<file path="config.mk">
export PLATFORM = sky130hd
export DESIGN_NAME = rif_irq_flags
export DESIGN_NICKNAME = d
export VERILOG_FILES = /design/src/hdl/rif_pkg.sv /design/src/hdl/rif_irq_flags.sv
export SDC_FILE = /design/constraint.sdc
export NUM_CORES = 1
export LEC_CHECK = 0
export BUFFER_PORTS_ARGS = -buffer_cell sky130_fd_sc_hd__buf_4
export CAP_MARGIN = 0
export CORE_MARGIN = 5
export CORE_UTILIZATION = 50
export CTS_BUF_LIST = sky130_fd_sc_hd__clkbuf_4
export CTS_CLUSTER_DIAMETER = 40
export DETAILED_ROUTE_END_ITERATION = 8
export GPL_TIMING_DRIVEN = 0
export PLACE_DENSITY = 0.72
export SLEW_MARGIN = 20
export SYNTH_ARGS = -nofsm -noshare
export SYNTH_HDL_FRONTEND = slang
export SYNTH_SLANG_ARGS = --single-unit
</file>
<file path="constraint.sdc">
create_clock -name clk -period 2.4 [get_ports clk]
set_clock_uncertainty 0.05 [all_clocks]
set_input_delay 0.48 -clock clk [delete_from_list [all_inputs] [get_ports clk]]
set_output_delay 0.48 -clock clk [all_outputs]
set_load 0.02 [all_outputs]
</file>
<file path="src/hdl/rif_pkg.sv">
package rif_pkg;

    // Register addresses
    localparam logic [7:0] RIF_ADDR_SRC_CFG = 8'h0d;
    localparam logic [7:0] RIF_ADDR_STAT_CTL = 8'h0e;
    localparam logic [7:0] RIF_ADDR_THRESH = 8'h0f;
    localparam logic [7:0] RIF_ADDR_IRQ_STATUS = 8'h10;
    localparam logic [7:0] RIF_ADDR_IRQ_CLEAR = 8'h11;
    localparam logic [7:0] RIF_ADDR_IRQ_ENABLE = 8'h12;

    // Field positions in irq_source_config
    localparam int RIF_TX_SEL_BIT = 2;
    localparam int RIF_FULL_BIT = 1;
    localparam int RIF_NEMPTY_BIT = 0;

    // Field positions in irq_status_control
    localparam int RIF_FILL_METHOD_BIT = 7;
    localparam int RIF_FILL_BIT = 6;
    localparam int RIF_TX_DONE_BIT = 5;
    localparam int RIF_OVR_BIT = 4;
    localparam int RIF_LVL_EN_BIT = 3;
    localparam int RIF_LVL_FLAG_BIT = 2;
    localparam int RIF_LOCK_FLAG_BIT = 1;
    localparam int RIF_LOCK_EN_BIT = 0;

    // Event positions in the interrupt status, clear and enable registers
    localparam int RIF_EV_OVR = 0;
    localparam int RIF_EV_TX_DONE = 1;
    localparam int RIF_EV_LVL = 2;
    localparam int RIF_EV_LOCK = 3;
    localparam int RIF_EV_FILL = 4;
    localparam int RIF_NUM_EV = 5;

    // Reset values
    localparam logic [4:0] RIF_SRC_HI_RST = 5'h00;
    localparam logic RIF_TX_SEL_RST = 1'h0;
    localparam logic RIF_FILL_METHOD_RST = 1'h0;
    localparam logic RIF_LVL_EN_RST = 1'h0;
    localparam logic RIF_LOCK_EN_RST = 1'h1;
    localparam logic [7:0] RIF_THRESH_RST = 8'h00;
    localparam logic [4:0] RIF_EV_RST = 5'h00;

    // Data handling modes
    localparam logic [1:0] RIF_MODE_CONT = 2'h0;
    localparam logic [1:0] RIF_MODE_BUF = 2'h1;

    // FIFO fill states
    typedef enum logic [1:0] {
        RIF_FS_WAIT = 2'b01,
        RIF_FS_LOAD = 2'b10
    } rif_fill_state_t;

    // Register port request
    typedef struct packed {
        logic [7:0] addr;
        logic [7:0] wdata;
        logic wr;
        logic rd;
    } rif_bus_req_t;

    // FIFO occupancy from the data path
    typedef struct packed {
        logic [6:0] count;
        logic [6:0] capacity;
    } rif_fifo_t;

    // Single-cycle events from the data path
    typedef struct packed {
        logic sync_detect;
        logic overrun;
        logic last_bit_out;
    } rif_evt_t;

endpackage

</file>
<file path="src/hdl/rif_irq_flags.sv">
`timescale 1ns/10ps
`default_nettype none

// Overview of operation
// - Tx pin one: data clock in continuous, else FIFO-full or tx-done by select
// - FIFO-full flag reads high while FIFO holds its configured byte count
// - Active-high not-empty flag reads low when FIFO is empty
// - Buffered mode: fill method picks sync-word start or manual fill control
// - Auto fill: fill bit goes high once sync word detected and loading begins
// - Auto fill: writing one clears fill bit and re-arms, unless overrun set
// - Manual fill: writing one starts loading, zero stops it
// - Tx-done flag sets when last bit leaves the output shift register
// - Overrun flag sets on every FIFO overrun error
// - Writing one to overrun clears it and launches a fresh process
// - Level interrupt source enable resets to zero, disabling that source
// - Level flag sets above threshold, cleared by writing one
// - Lock flag sets on lock, cleared by writing one
// - Lock-detect enable resets to one; when zero the lock pin is high
// - Eight-bit level threshold, same units as measurement, resets to zero
module rif_irq_flags
    import rif_pkg::*;
(
    // Clock and reset
    input wire logic clk,
    input wire logic rstn,
    // Register port
    input wire rif_bus_req_t bus_req,
    output logic [7:0] rdata,
    // Data path status
    input wire logic [1:0] data_mode,
    input wire logic tx_mode,
    input wire logic recovered_data_clock,
    input wire rif_fifo_t fifo_state,
    input wire rif_evt_t evt,
    input wire logic [7:0] signal_level,
    // Synthesizer lock from the analog side
    input wire logic pll_lock_pin,
    // Pins and controls
    output logic interrupt_pin_one,
    output logic lock_detect_pin,
    output logic fifo_load_en,
    output logic restart,
    output logic irq
);

    // Register state
    logic [4:0] src_hi_ff;
    logic tx_sel_ff;
    logic fill_method_ff;
    rif_fill_state_t fill_state_ff;
    rif_fill_state_t nxt_fill_state;
    logic tx_done_ff;
    logic ovr_ff;
    logic lvl_en_ff;
    logic lvl_flag_ff;
    logic lock_flag_ff;
    logic lock_en_ff;
    logic [7:0] thresh_ff;
    logic [4:0] status_ff;
    logic [4:0] enable_ff;
    logic lock_s1_ff;
    logic lock_s2_ff;
    logic lock_d_ff;
    logic tx_mode_d_ff;
    logic [7:0] rdata_ff;
    logic pin_one_ff;
    logic lock_pin_ff;
    logic load_en_ff;
    logic restart_ff;
    logic irq_ff;

    // Address decode
    wire hit_cfg = bus_req.addr == RIF_ADDR_SRC_CFG;
    wire hit_ctl = bus_req.addr == RIF_ADDR_STAT_CTL;
    wire hit_thr = bus_req.addr == RIF_ADDR_THRESH;
    wire hit_sts = bus_req.addr == RIF_ADDR_IRQ_STATUS;
    wire hit_clr = bus_req.addr == RIF_ADDR_IRQ_CLEAR;
    wire hit_ena = bus_req.addr == RIF_ADDR_IRQ_ENABLE;
    wire wr_cfg = bus_req.wr && hit_cfg;
    wire wr_ctl = bus_req.wr && hit_ctl;
    wire wr_thr = bus_req.wr && hit_thr;
    wire wr_clr = bus_req.wr && hit_clr;
    wire wr_ena = bus_req.wr && hit_ena;

    // Write-one-clear strobes of the control register
    wire ovr_clr = wr_ctl && bus_req.wdata[RIF_OVR_BIT];
    wire lvl_clr = wr_ctl && bus_req.wdata[RIF_LVL_FLAG_BIT];
    wire lock_clr = wr_ctl && bus_req.wdata[RIF_LOCK_FLAG_BIT];
    wire fill_wr1 = wr_ctl && bus_req.wdata[RIF_FILL_BIT];

    // FIFO occupancy flags
    wire fifo_full = fifo_state.count == fifo_state.capacity;
    wire fifo_nempty = fifo_state.count != 7'h00;

    // Mode decode
    wire buffered = data_mode == RIF_MODE_BUF;
    wire continuous = data_mode == RIF_MODE_CONT;
    wire auto_fill = buffered && !fill_method_ff;
    wire manual_fill = buffered && fill_method_ff;

    // Level compare, gated by the source enable
    wire lvl_hit = lvl_en_ff && (signal_level > thresh_ff);

    // Lock rising edge from the synchronised level
    wire lock_rise = lock_s2_ff && !lock_d_ff;

    // Fill start seen by the interrupt logic
    wire fill_start = auto_fill && (fill_state_ff == RIF_FS_WAIT) && evt.sync_detect;

    // Events that set sticky interrupt status bits
    wire [4:0] ev_vec = {fill_start, lock_rise, lvl_hit && !lvl_flag_ff,
                         evt.last_bit_out, evt.overrun};
    wire [4:0] nxt_status = (status_ff & ~(wr_clr ? bus_req.wdata[4:0] : 5'h00)) | ev_vec;

    // FIFO fill state selection; a sync word beats a re-arm write in the same cycle
    always_comb
    begin
        nxt_fill_state = fill_state_ff;
        if (ovr_clr)
            nxt_fill_state = RIF_FS_WAIT;
        else if (manual_fill && wr_ctl)
            nxt_fill_state = fill_wr1 ? RIF_FS_LOAD : RIF_FS_WAIT;
        else if (fill_start)
            nxt_fill_state = RIF_FS_LOAD;
        else if (auto_fill && fill_wr1 && !ovr_ff)
            nxt_fill_state = RIF_FS_WAIT;
    end

    // Pin one source in transmit mode
    wire tx_pin_src = tx_sel_ff ? tx_done_ff : fifo_full;
    wire nxt_pin_one = tx_mode && (continuous ? recovered_data_clock : tx_pin_src);

    // Lock pin is held high while detection is disabled
    wire nxt_lock_pin = lock_en_ff ? lock_s2_ff : 1'b1;

    // Register readback views
    wire fill_bit = fill_state_ff == RIF_FS_LOAD;
    wire [7:0] rd_cfg = {src_hi_ff, tx_sel_ff, fifo_full, fifo_nempty};
    wire [7:0] rd_ctl = {fill_method_ff, fill_bit, tx_done_ff, ovr_ff,
                         lvl_en_ff, lvl_flag_ff, lock_flag_ff, lock_en_ff};
    wire [7:0] rd_mux = hit_cfg ? rd_cfg :
                        hit_ctl ? rd_ctl :
                        hit_thr ? thresh_ff :
                        hit_sts ? {3'h0, status_ff} :
                        hit_ena ? {3'h0, enable_ff} : 8'h00;

    // Two-stage synchroniser for the lock input, then edge history
    always_ff @(posedge clk or negedge rstn)
    begin
        if (!rstn)
        begin
            lock_s1_ff <= 1'b0;
            lock_s2_ff <= 1'b0;
            lock_d_ff <= 1'b0;
        end
        else
        begin
            lock_s1_ff <= pll_lock_pin;
            lock_s2_ff <= lock_s1_ff;
            lock_d_ff <= lock_s2_ff;
        end
    end

    // Configuration storage
    always_ff @(posedge clk or negedge rstn)
    begin
        if (!rstn)
        begin
            src_hi_ff <= RIF_SRC_HI_RST;
            tx_sel_ff <= RIF_TX_SEL_RST;
            fill_method_ff <= RIF_FILL_METHOD_RST;
            lvl_en_ff <= RIF_LVL_EN_RST;
            lock_en_ff <= RIF_LOCK_EN_RST;
            thresh_ff <= RIF_THRESH_RST;
            enable_ff <= RIF_EV_RST;
        end
        else
        begin
            if (wr_cfg)
            begin
                src_hi_ff <= bus_req.wdata[7:3];
                tx_sel_ff <= bus_req.wdata[RIF_TX_SEL_BIT];
            end
            if (wr_ctl)
            begin
                fill_method_ff <= bus_req.wdata[RIF_FILL_METHOD_BIT];
                lvl_en_ff <= bus_req.wdata[RIF_LVL_EN_BIT];
                lock_en_ff <= bus_req.wdata[RIF_LOCK_EN_BIT];
            end
            if (wr_thr)
                thresh_ff <= bus_req.wdata;
            if (wr_ena)
                enable_ff <= bus_req.wdata[4:0];
        end
    end

    // Sticky flags: a set in the cycle of a clear wins
    always_ff @(posedge clk or negedge rstn)
    begin
        if (!rstn)
        begin
            ovr_ff <= 1'b0;
            lvl_flag_ff <= 1'b0;
            lock_flag_ff <= 1'b0;
            tx_done_ff <= 1'b0;
            tx_mode_d_ff <= 1'b0;
        end
        else
        begin
            ovr_ff <= evt.overrun || (ovr_ff && !ovr_clr);
            lvl_flag_ff <= lvl_hit || (lvl_flag_ff && !lvl_clr);
            lock_flag_ff <= lock_rise || (lock_flag_ff && !lock_clr);
            tx_done_ff <= evt.last_bit_out
                          || (tx_done_ff && !ovr_clr && !(tx_mode && !tx_mode_d_ff));
            tx_mode_d_ff <= tx_mode;
        end
    end

    // Fill state, status and outputs
    always_ff @(posedge clk or negedge rstn)
    begin
        if (!rstn)
        begin
            fill_state_ff <= RIF_FS_WAIT;
            status_ff <= RIF_EV_RST;
            rdata_ff <= 8'h00;
            pin_one_ff <= 1'b0;
            lock_pin_ff <= 1'b1;
            load_en_ff <= 1'b0;
            restart_ff <= 1'b0;
            irq_ff <= 1'b0;
        end
        else
        begin
            fill_state_ff <= nxt_fill_state;
            status_ff <= nxt_status;
            rdata_ff <= bus_req.rd ? rd_mux : 8'h00;
            pin_one_ff <= nxt_pin_one;
            lock_pin_ff <= nxt_lock_pin;
            load_en_ff <= buffered && (nxt_fill_state == RIF_FS_LOAD);
            restart_ff <= ovr_clr;
            irq_ff <= |(status_ff & enable_ff);
        end
    end

    // Output drive
    assign rdata = rdata_ff;
    assign interrupt_pin_one = pin_one_ff;
    assign lock_detect_pin = lock_pin_ff;
    assign fifo_load_en = load_en_ff;
    assign restart = restart_ff;
    assign irq = irq_ff;
endmodule

`default_nettype wire

</file>
==> impl_metrics.toml <==
[run_status]
status = "finished clean"

[timing]
setup_ws_ns = 0.2673
fin_setup_tns_ns = 0
setup_viol = 0
fmax_ghz = 0.4689
slew-limit-headroom_pct = 49.43
rsz0062_at_grt = "no"
period_minus_slack_ns = 2.133
slew_viol_final = 0
worst_slew_pin_slew_ns = 0.7516
fin_crit_sh_pct = 88.86
finalHoldViolCount = 0

[logic_synthesis]
synth_warnings = 0
synth-seq-cells = 50
synthDistinctLibCells = 50
yosysTopAreaCellShare_pct = 45.72
seq_area_frac_synth_pct = 48.78
syn-instance-count = 226
synth_top_area_cell = "dfrtp_1"
synth_edf_count = 0
postSynth.asyncResetShare_pct = 100.0
synth_area_mm2 = 0.002572
syn_area_per_cell_um2 = 11.38
ys.flop_type = "dfrtp_1"
synth_area_leaders = "dfrtp_1 (46%), mux2_2 (8.3%), ha_1 (3.9%)"
syn_nets = 284

[critical_path]
reg2reg_from = "thresh_ff[6]"
rr_worst_depth = 6
required_ns = 2.62
timing.rr.end = "lvl_flag_ff"
r2r_slack_ns = 0.27
worstSetupPathType = "register to register"
worstSetupStartpoint = "thresh_ff[6]"
worst_setup_path_end_kind = "register"
startpoint_type = "register"
crit_fanout = 3
arrival_ns = 2.35

[global_route]
grt_pass1_vias = 2055
groute.usage.overall_pct = 18.81
grt-ovfl-total = 0
grt_pass1_wl_um = 9556
grt_max_degree = 51
antenna_found_initial = 0

[drt]
routed_wl_um = 5780
viasPerCell = 5.416
antenna_left = 0
firstDrtPassIters = 4
drtIter0Drc = 138
via_count = 1977
wl_per_cell_um = 15.84
drc = 0

[run]
cap_violations = 0

[finish]
layout-drive-gt1-share_pct = 35.25
final_net_count = 352
synthToLayoutAreaGrowth_pct = 23.44
n_antenna_cell = 0

[pwr]
leakagePower_nw = 1.544
power_density_mw_per_mm2 = 505.5
ir_drop_mv = 0.2493

[placed_design]
place.port_buffers = 61
place_ws_ns = 0.08227
routabilityCongestion = 0.8810
dp_hpwl_um = 4622

[clock_network]
cts_hold_buffers = 0
clock_latency_ns = 0.36
cts_setup_buffers = 0
cts_tree = "done"
cts.sinks = 50
clockBufferDepth = 2
cts_resized = 0
cts_root_buf = "clkbuf_4"
htree_levels = 2
cts_buffers = 5
clkTransAtPathRegs_ns = 0.15

[min_path]
min_path_type = "input pin to async pin"

[die]
core_region_area_mm2 = 0.005042
start_util_pct = 51.02
dieWidth_um = 81.73
rows = 26
dieArea_mm2 = 0.006680
fp.dieH_um = 81.73
io_pins = 63
[worst max path at each step]
stage / end / slack (ns) / cells past startpoint
final: lvl_flag_ff / 0.27 / 6
after global routing: lvl_flag_ff / 0.16 / 6
after CTS: lvl_flag_ff / 0.24 / 6
after detailed placement: lvl_flag_ff / 0.08 / 6
after global placement: status_ff[1] / 0.11 / 6
after floorplan: lvl_flag_ff / 0.30 / 5
[where the power goes]
group / internal [mW] / total (mW) / switching [mW] / leakage, nW
clock: 0.115 / 0.392 / 0.276 / 0.0292
sequential: 0.894 / 0.936 / 0.0415 / 0.638
combinational: 0.150 / 0.278 / 0.128 / 0.876
total: 1.16 / 1.61 / 0.446 / 1.54
[per-stage QoR]
| stage | total power [mW] | cells | util (%) | hold WS [ns] | cell area, um2 |
|---|---|---|---|---|---|
| after floorplan | 1.089 | 226 | - | 0.1344 | 2572 |
| after global placement | 1.225 | 357 | 61.84 | 0.2821 | 3118 |
| after detailed placement | 1.230 | 357 | 61.84 | 0.2895 | 3118 |
| after CTS | 1.614 | 365 | 62.98 | 0.08243 | 3176 |
| after global routing | 1.690 | 365 | 62.98 | 0.1064 | 3176 |
| final | 1.605 | 365 | 62.98 | 0.06328 | 3176 |
[synth_stat cells (2+ instances only)]
cell type / n
nand2b_1: 8
a21o_1: 8
buf_6: 2
mux2i_1: 5
o211a_1: 5
a21oi_1: 10
nor2_1: 9
nand2_1: 20
xnor2_1: 7
nand3_1: 5
inv_1: 11
nor2b_1: 3
mux2_2: 19
mux2_4: 5
nor4_1: 2
nand3b_1: 2
clkbuf_1: 2
and3b_1: 2
dfrtp_1: 47
a22oi_1: 4
o31ai_1: 4
nor3_1: 2
dfstp_2: 3
o32ai_1: 4
or3_1: 4
ha_1: 8
nor4bb_1: 2
[area by class of cell]
| class | instances | area (um2) |
|---|---|---|
| Timing Repair Buffer | 61 | 457.9 |
| Clock inverter | 3 | 20.02 |
| Inverter | 11 | 41.29 |
| Fill cell | 426 | 1867 |
| Clock buffer | 5 | 37.54 |
| Buffer | 6 | 38.79 |
| Sequential cell | 50 | 1255 |
| Multi-Input combinational cell | 159 | 1237 |
| Tap cell | 70 | 87.58 |
[critical path, stage by stage (launching register included)]
cell and delay (ns):
dfrtp_1 0.40, inv_1 0.05, ha_1 0.30, a21o_1 0.19, a21oi_1 0.21, or4b_2 0.61
a22o_1 0.23
[layout by cell type, fill, tap and decap left out, types with 7 or more instances in the layout]
cell type,netlist,final
nand2b_1,8,8
dfrtp_1,47,47
a21oi_1,10,10
nand2_1,20,20
nor2_1,9,9
inv_1,11,11
a21o_1,8,8
xnor2_1,7,7
ha_1,8,8
mux2_2,19,19
buf_4,0,61
[registers in the layout, summed over array words and instances, names as in the netlist, 2 cells and up]
| register | cells |
|---|---|
| enable_ff | 5 |
| fill_state_ff | 2 |
| rdata | 8 |
| src_hi_ff | 5 |
| status_ff | 5 |
| thresh_ff | 8 |
[metal layers]
layer / track usage (%) / routed length (um)
met4: 4.817 / 104
met5: 0 / 0
met3: 5.373 / 384
met1: 24.86 / 2616
met2: 30.45 / 2674
[cell families (layout without fill, tap and decap cells)]
kind of cell / after synthesis / in the layout / synth area share (%)
AOI/OAI and AO/OA: 46 / 46 / 13.42
xor gates and xnor gates: 7 / 7 / 2.383
adders and majority gates: 8 / 8 / 3.891
buffers and inverters: 17 / 86 / 3.113
DFF: 50 / 50 / 48.78
muxes: 29 / 29 / 13.18
and+or+nand+nor: 69 / 69 / 15.22
(Power assumes the default switching activity.)
